===== src/idd_pkg.sv =====
// package of constants for the ide drive select decoder
package idd_pkg;
  // ==========================================
  // address decode
  localparam logic [9:0] PRI_CMD_BASE = 10'h1F0;
  localparam logic [9:0] SEC_CMD_BASE = 10'h170;
  localparam logic [9:0] PRI_CTL_LO = 10'h3F6;
  localparam logic [9:0] PRI_CTL_HI = 10'h3F7;
  localparam logic [9:0] SEC_CTL_LO = 10'h376;
  localparam logic [9:0] SEC_CTL_HI = 10'h377;
  localparam logic [9:0] CMD_MASK = 10'h3F8;
  // ==========================================
  // operating modes of the controller
  typedef enum logic [1:0] {MODE_AT, MODE_ILLEGAL, MODE_PS2, MODE_M30} idd_mode_type;
  // ==========================================
  // reset values
  localparam logic OUT_INACTIVE = 1'b1;
  localparam logic SYNC_RESET_VAL = 1'b0;
endpackage : idd_pkg


===== src/idd_sync.sv =====
// two flip-flop synchroniser for pin inputs
`timescale 1ns/1ps
module idd_sync #(
  parameter int WIDTH = 1
) (
  input wire logic ref_clk,
  input wire logic rst_n,
  input wire logic [WIDTH-1:0] async_in,
  output logic [WIDTH-1:0] sync_out
);
  logic [WIDTH-1:0] meta_q;
  logic [WIDTH-1:0] meta_d;
  logic [WIDTH-1:0] sync_q;
  logic [WIDTH-1:0] sync_d;

  always_comb
  begin
    meta_d = async_in;
    sync_d = meta_q;
    if (!rst_n)
    begin
      meta_d = {WIDTH{idd_pkg::SYNC_RESET_VAL}};
      sync_d = {WIDTH{idd_pkg::SYNC_RESET_VAL}};
    end
  end

  always_ff @(posedge ref_clk)
  begin
    meta_q <= meta_d;
    sync_q <= sync_d;
  end

  assign sync_out = sync_q;
endmodule : idd_sync


===== src/idd_decode.sv =====
// ide drive select decoder: chip selects, bit 7 pass-through, byte latch enables
`timescale 1ns/1ps
module idd_decode (
  input wire logic ref_clk,
  input wire logic rst_n,
  input wire logic [9:0] host_addr,
  input wire logic host_ior_n,
  input wire logic host_iow_n,
  input wire logic host_aen,
  input wire logic host_d7_in,
  output logic host_d7_out,
  output logic host_d7_oe_n,
  input wire logic drive_data_bit7_in,
  output logic drive_data_bit7_out,
  output logic drive_data_bit7_oe_n,
  input wire logic drive_iocs16_n,
  input wire logic ide_enable,
  input wire logic secondary_sel,
  input wire idd_pkg::idd_mode_type op_mode,
  output logic drive_chip_select_0_n,
  output logic drive_chip_select_1_n,
  output logic high_byte_latch_enable_n,
  output logic low_byte_latch_enable_n
);
  // ==========================================
  // pin synchronisers
  logic [14:0] pins_raw;
  logic [14:0] pins_s;
  logic [9:0] addr_s;
  logic ior_n_s;
  logic iow_n_s;
  logic aen_s;
  logic iocs16_n_s;
  logic hd7_s;
  logic dd7_s;

  assign pins_raw = {host_addr, host_ior_n, host_iow_n, host_aen, drive_iocs16_n,
                     host_d7_in};

  idd_sync #(.WIDTH(15)) u_sync (
    .ref_clk(ref_clk),
    .rst_n(rst_n),
    .async_in(pins_raw),
    .sync_out(pins_s)
  );

  logic dd7_meta_q;
  logic dd7_meta_d;
  logic dd7_sync_q;
  logic dd7_sync_d;

  always_comb
  begin
    dd7_meta_d = rst_n ? drive_data_bit7_in : idd_pkg::SYNC_RESET_VAL;
    dd7_sync_d = rst_n ? dd7_meta_q : idd_pkg::SYNC_RESET_VAL;
  end

  always_ff @(posedge ref_clk)
  begin
    dd7_meta_q <= dd7_meta_d;
    dd7_sync_q <= dd7_sync_d;
  end

  assign addr_s = pins_s[14:5];
  assign ior_n_s = pins_s[4];
  assign iow_n_s = pins_s[3];
  assign aen_s = pins_s[2];
  assign iocs16_n_s = pins_s[1];
  assign hd7_s = pins_s[0];
  assign dd7_s = dd7_sync_q;

  // ==========================================
  // address decode
  function automatic logic hit_range(input logic [9:0] a, input logic [9:0] lo,
                                     input logic [9:0] hi);
    hit_range = (a >= lo) && (a <= hi);
  endfunction : hit_range

  logic cyc_valid;
  logic rd_cyc;
  logic cmd_hit;
  logic ctl_hit;
  logic ctl_lo_hit;
  logic [9:0] cmd_base;
  logic [9:0] ctl_lo;
  logic [9:0] ctl_hi;

  always_comb
  begin
    cmd_base = secondary_sel ? idd_pkg::SEC_CMD_BASE : idd_pkg::PRI_CMD_BASE;
    ctl_lo = secondary_sel ? idd_pkg::SEC_CTL_LO : idd_pkg::PRI_CTL_LO;
    ctl_hi = secondary_sel ? idd_pkg::SEC_CTL_HI : idd_pkg::PRI_CTL_HI;
    cyc_valid = !aen_s && (ior_n_s ^ iow_n_s);
    rd_cyc = !ior_n_s;
    cmd_hit = ((addr_s & idd_pkg::CMD_MASK) == cmd_base);
    ctl_hit = hit_range(addr_s, ctl_lo, ctl_hi);
    ctl_lo_hit = hit_range(addr_s, ctl_lo, ctl_lo);
  end

  // ==========================================
  // output registers
  logic cs0_n_q, cs0_n_d;
  logic cs1_n_q, cs1_n_d;
  logic hi_n_q, hi_n_d;
  logic lo_n_q, lo_n_d;
  logic pass_q, pass_d;
  logic rd_q, rd_d;
  logic hd7_q, hd7_d;
  logic dd7_q, dd7_d;

  always_comb
  begin
    cs0_n_d = idd_pkg::OUT_INACTIVE;
    cs1_n_d = idd_pkg::OUT_INACTIVE;
    hi_n_d = idd_pkg::OUT_INACTIVE;
    lo_n_d = idd_pkg::OUT_INACTIVE;
    pass_d = 1'b0;
    rd_d = rd_cyc;
    hd7_d = hd7_s;
    dd7_d = dd7_s;
    if (rst_n && ide_enable && cyc_valid)
    begin
      if (op_mode == idd_pkg::MODE_AT)
      begin
        cs0_n_d = !cmd_hit;
        cs1_n_d = !ctl_hit;
      end
      if (cmd_hit || ctl_hit)
      begin
        lo_n_d = 1'b0;
        hi_n_d = iocs16_n_s;
      end
      pass_d = cmd_hit || ctl_lo_hit;
    end
  end

  always_ff @(posedge ref_clk)
  begin
    cs0_n_q <= cs0_n_d;
    cs1_n_q <= cs1_n_d;
    hi_n_q <= hi_n_d;
    lo_n_q <= lo_n_d;
    pass_q <= pass_d;
    rd_q <= rd_d;
    hd7_q <= hd7_d;
    dd7_q <= dd7_d;
  end

  assign drive_chip_select_0_n = cs0_n_q;
  assign drive_chip_select_1_n = cs1_n_q;
  assign high_byte_latch_enable_n = hi_n_q;
  assign low_byte_latch_enable_n = lo_n_q;
  // bit 7 pass-through direction
  assign drive_data_bit7_out = hd7_q;
  assign drive_data_bit7_oe_n = !(pass_q && !rd_q);
  assign host_d7_out = dd7_q;
  assign host_d7_oe_n = !(pass_q && rd_q);

  // ==========================================
  // assertions
  property p_cs0_decode;
    @(posedge ref_clk) disable iff (!rst_n)
      (ide_enable && op_mode == idd_pkg::MODE_AT && cyc_valid && cmd_hit)
        |=> !drive_chip_select_0_n;
  endproperty
  a_cs0_decode: assert property (p_cs0_decode) else $error("cs0 not asserted");

  property p_cs1_decode;
    @(posedge ref_clk) disable iff (!rst_n)
      (ide_enable && op_mode == idd_pkg::MODE_AT && cyc_valid && ctl_hit)
        |=> !drive_chip_select_1_n;
  endproperty
  a_cs1_decode: assert property (p_cs1_decode) else $error("cs1 not asserted");

  property p_at_only;
    @(posedge ref_clk) disable iff (!rst_n)
      ($past(op_mode) != idd_pkg::MODE_AT) |-> (drive_chip_select_0_n && drive_chip_select_1_n);
  endproperty
  a_at_only: assert property (p_at_only) else $error("select outside at mode");

  property p_disabled;
    @(posedge ref_clk) disable iff (!rst_n)
      !ide_enable |=> (drive_chip_select_0_n && drive_chip_select_1_n &&
                       high_byte_latch_enable_n && low_byte_latch_enable_n);
  endproperty
  a_disabled: assert property (p_disabled) else $error("output active while disabled");

  property p_float_ctl_hi;
    @(posedge ref_clk) disable iff (!rst_n)
      (cyc_valid && addr_s == ctl_hi) |=> (drive_data_bit7_oe_n && host_d7_oe_n);
  endproperty
  a_float_ctl_hi: assert property (p_float_ctl_hi) else $error("bit 7 driven at 3F7");

  property p_pass_write;
    @(posedge ref_clk) disable iff (!rst_n)
      (ide_enable && cyc_valid && !rd_cyc && (cmd_hit || ctl_lo_hit)) |=> !drive_data_bit7_oe_n;
  endproperty
  a_pass_write: assert property (p_pass_write) else $error("bit 7 not passed");

  property p_pass_read;
    @(posedge ref_clk) disable iff (!rst_n)
      (ide_enable && cyc_valid && rd_cyc && (cmd_hit || ctl_lo_hit)) |=> !host_d7_oe_n;
  endproperty
  a_pass_read: assert property (p_pass_read) else $error("bit 7 not returned");

  property p_hi_iocs16;
    @(posedge ref_clk) disable iff (!rst_n)
      !high_byte_latch_enable_n |-> !$past(iocs16_n_s) && !low_byte_latch_enable_n;
  endproperty
  a_hi_iocs16: assert property (p_hi_iocs16) else $error("high latch without iocs16");

  property p_lo_access;
    @(posedge ref_clk) disable iff (!rst_n)
      (ide_enable && cyc_valid && (cmd_hit || ctl_hit)) |=> !low_byte_latch_enable_n;
  endproperty
  a_lo_access: assert property (p_lo_access) else $error("low latch missing");

  property p_valid_only;
    @(posedge ref_clk) disable iff (!rst_n)
      !cyc_valid |=> (drive_chip_select_0_n && drive_chip_select_1_n);
  endproperty
  a_valid_only: assert property (p_valid_only) else $error("select without cycle");

  c_cs0: cover property (@(posedge ref_clk) disable iff (!rst_n) !drive_chip_select_0_n);
  c_cs1: cover property (@(posedge ref_clk) disable iff (!rst_n) !drive_chip_select_1_n);
  c_hi: cover property (@(posedge ref_clk) disable iff (!rst_n) !high_byte_latch_enable_n);
  c_rd: cover property (@(posedge ref_clk) disable iff (!rst_n) !host_d7_oe_n);
endmodule : idd_decode


===== config.mk =====
export PLATFORM = sky130hd
export DESIGN_NAME = idd_decode
export DESIGN_NICKNAME = d
export VERILOG_FILES = /design/src/idd_pkg.sv /design/src/idd_sync.sv /design/src/idd_decode.sv
export SDC_FILE = /design/constraint.sdc
export NUM_CORES = 1
export LEC_CHECK = 0
export ABC_AREA = 1
export BUFFER_PORTS_ARGS = -buffer_cell sky130_fd_sc_hd__buf_2
export CELL_PAD_IN_SITES_DETAIL_PLACEMENT = 0
export CELL_PAD_IN_SITES_GLOBAL_PLACEMENT = 1
export CORE_UTILIZATION = 36
export DETAILED_ROUTE_END_ITERATION = 16
export GPL_TIMING_DRIVEN = 0
export HOLD_SLACK_MARGIN = 0.1
export PLACE_DENSITY_LB_ADDON = 0.1
export REMOVE_ABC_BUFFERS = 1
export SETUP_SLACK_MARGIN = 0.1
export SYNTH_ARGS = -nofsm -noshare
export SYNTH_HDL_FRONTEND = slang
export SYNTH_HIERARCHICAL = 1
export SYNTH_SLANG_ARGS = --single-unit

===== constraint.sdc =====
create_clock -name ref_clk -period 1.9 [get_ports ref_clk]
set_input_delay 0.38 -clock ref_clk [delete_from_list [all_inputs] [get_ports ref_clk]]
set_output_delay 0.38 -clock ref_clk [all_outputs]
set_load 0.005 [all_outputs]

==> impl_metrics.csv <==
group,metric,value,unit
floorplan,die_w,62.3,um
worst_setup_path,path_max_fanout,5,
flow_run,maxCapViolCount,0,
timing,min_period,1.30,ns
clocking,cts_buffer_depth,2,
synthesis,yosys.cell_types.count,18,
pwr,p_leak,0.900,nW
synthesis,ys_top_cells_by_area,"dfxtp_1 (61%), nand2_1 (13%), inv_1 (11%)",
worst_setup_path,crit_arrival,1.53,ns
synthesis,yosys.area.top_type,"dfxtp_1",
synthesis,async_reset_ff_share,0,%
synthesis,synth.top_cell.area_share,61.2,%
clocking,cts.htree.levels,2,
drt,num_vias,837,
clocking,cts_tree,"done",
global_routing,grt_pass1_vias,677,
timing,worst_pin_slew,0.516,ns
timing,setup_ws,0.598,ns
timing,skew,0.00821,ns
worst_setup_path,crit_type,"register to register",
timing,max_slew_margin,65.6,%
finish,drive_gt1_share,26.9,%
synthesis,synthesis.instances,152,
clocking,path_clk_slew,0.11,ns
timing,slew_viol_final,0,
clocking,ctsResizeCount,0,
synthesis,synth_area,1310,um2
drt,vias_per_cell,3.61,
pwr,p_total,1.55,mW
synthesis,synthFlopType,"dfxtp_1",
floorplan,core_area,3420,um2
global_routing,grtUsageTotal,9.54,%
clocking,clkLatencyLatePin,0.34,ns
floorplan,floorplan.initialDensity,38.3,%
synthesis,synth_common_cells,"nand2_1 (46), dfxtp_1 (40), inv_1 (40)",
drt,wl_per_cell,6.55,um
drt,drt_iter0_markers,27,
finish,nets,208,
synthesis,yosysSeqAreaShare,61.2,%
outcome,status,"finished, final reports clean",
timing,rsz0062_at_grt,"false",
placement,io_buffers,29,
drt,drc,0,
synthesis,syn_avg_cell_area,8.61,um2
placement,hpwl,1.05,mm
drt,postRouteAntennaNets,0,
worst_setup_path,critPathRequiredTime,2.13,ns
pwr,peakVddDrop,464,uV
worst_setup_path,endpoint_kind,"register",
timing,hold_viol,0,
synthesis,ys_warn_count,6,
placement,dpl_worst_slack,0.300,ns
timing,setup_tns,0,ns
clocking,ctsHoldBuffers,0,
global_routing,grt_overflow_total,0,
pwr,p_per_area,985,nW/um2
clocking,numCtsBuffers,5,
clocking,clkSinkCount,40,
worst_setup_path,start_kind,"register",
min_path,hold_class,"primary input to register",
drt,totalWireLength,1.52,mm
timing,post-route-period-util,68.5,%
finish,insertedDiodeCount,0,
floorplan,num_io_pins,30,
finish,fill_cells,369,
floorplan,rows,21,
placement,gp_congestion,0.695,
global_routing,grt_pass1_wl,2.74,mm
floorplan,die_area,3880,um2
finish,area_growth,20.2,%
clocking,clockRootBuffer,"clkbuf_4",
clocking,cts_setup_buffers,0,
synthesis,synth-seq-cells,40,
synthesis,synth-edff-count,0,
global_routing,grt_antenna_before_repair,0,
timing,setup_viol,0,
global_routing,grt_max_degree,34,
floorplan,die_h,62.3,um
drt,first_pass_iters,4,
timing,timing.fmax,768,MHz
synthesis,synth.most_common_cell,"nand2_1",
## final timing paths
path,start,endpoint,slack (ns),depth (start not counted)
worst max register to register,u_sync/sync_out[12],high_byte_latch_enable_n,0.60,8
worst min-delay path,drive_data_bit7_in,dd7_meta_q,0.21,3
worst max-delay path,u_sync/sync_out[12],high_byte_latch_enable_n,0.60,8
worst min register to register,u_sync/sync_out[0],drive_data_bit7_out,0.34,0
## cells in the final DEF (no fill, tap or decap), types with 2 or more instances in the layout
cell	netlist	routed
dfxtp_1	40	40
clkbuf_8	0	2
inv_2	2	2
nand3_1	2	2
a21oi_1	2	2
nand2_2	3	3
nor2_1	2	2
inv_1	40	40
buf_2	0	29
nand2_1	46	46
clkbuf_4	0	5
nor2_2	4	4
## per-layer routing
layer	GRT usage [%]	part of all wire [%]	wire [um]	vias up
met5	0	0	0	-
met4	6.10	3.0	45	0
met3	6.25	9.1	138	5
met2	13.0	39	592	24
met1	10.8	49	742	320
li1	-	-	-	488
## registers in the layout (all words and copies together), names as in the netlist
register and cells:
pass_q 1, dd7_meta_q 1, drive_data_bit7_out 1, u_sync/meta_q 15, drive_chip_select_1_n 1, rd_q 1
host_d7_out 1, low_byte_latch_enable_n 1, drive_chip_select_0_n 1, high_byte_latch_enable_n 1, dd7_d 1, u_sync/sync_out 15
## final cells by class
| class | instances | area, um2 | share of cell area (%) |
|---|---|---|---|
| clock inverters | 1 | 30.0 | 1.91 |
| well taps | 46 | 57.6 | 3.66 |
| inverters | 42 | 158 | 10.0 |
| clock buffers | 7 | 65.1 | 4.14 |
| multi-input cells | 67 | 317 | 20.1 |
| repair buffers | 29 | 145 | 9.23 |
| flip-flops and latches | 40 | 801 | 50.9 |
## worst max-delay path: stages, from the launching register on
cell	delay, ns
dfxtp_1	0.31
ha_1	0.27
nand2_2	0.07
nor2_4	0.16
nand2_2	0.07
nor2_1	0.09
nand2_1	0.08
nand3_2	0.08
nand3_1	0.06
## power by group
group	internal, mW	switching [mW]
clock	0.349	0.253
sequential	0.872	0.00979
combinational	0.0314	0.0335
total	1.25	0.296
## through the flow
| stage | hold slack, ns | area, um2 | utilization (%) | cells |
|---|---|---|---|---|
| floorplan | 0.310 | 1270 | - | 149 |
| global placement | 0.310 | 1480 | 43.3 | 224 |
| detailed placement | 0.312 | 1480 | 43.3 | 224 |
| CTS | 0.187 | 1570 | 46.0 | 232 |
| global route | 0.173 | 1570 | 46.0 | 232 |
| finish | 0.210 | 1570 | 46.0 | 232 |
## logic make-up after synthesis
group	share of synthesized area, %
XOR/XNOR	0.669
flip-flops	61.2
AND/OR/NAND/NOR	21.8
buffers and inverters	14.6
AO/OA/AOI/OAI	0.765
adder cells (fa/ha/maj)	0.956
Power figures use the tool's default switching activity.
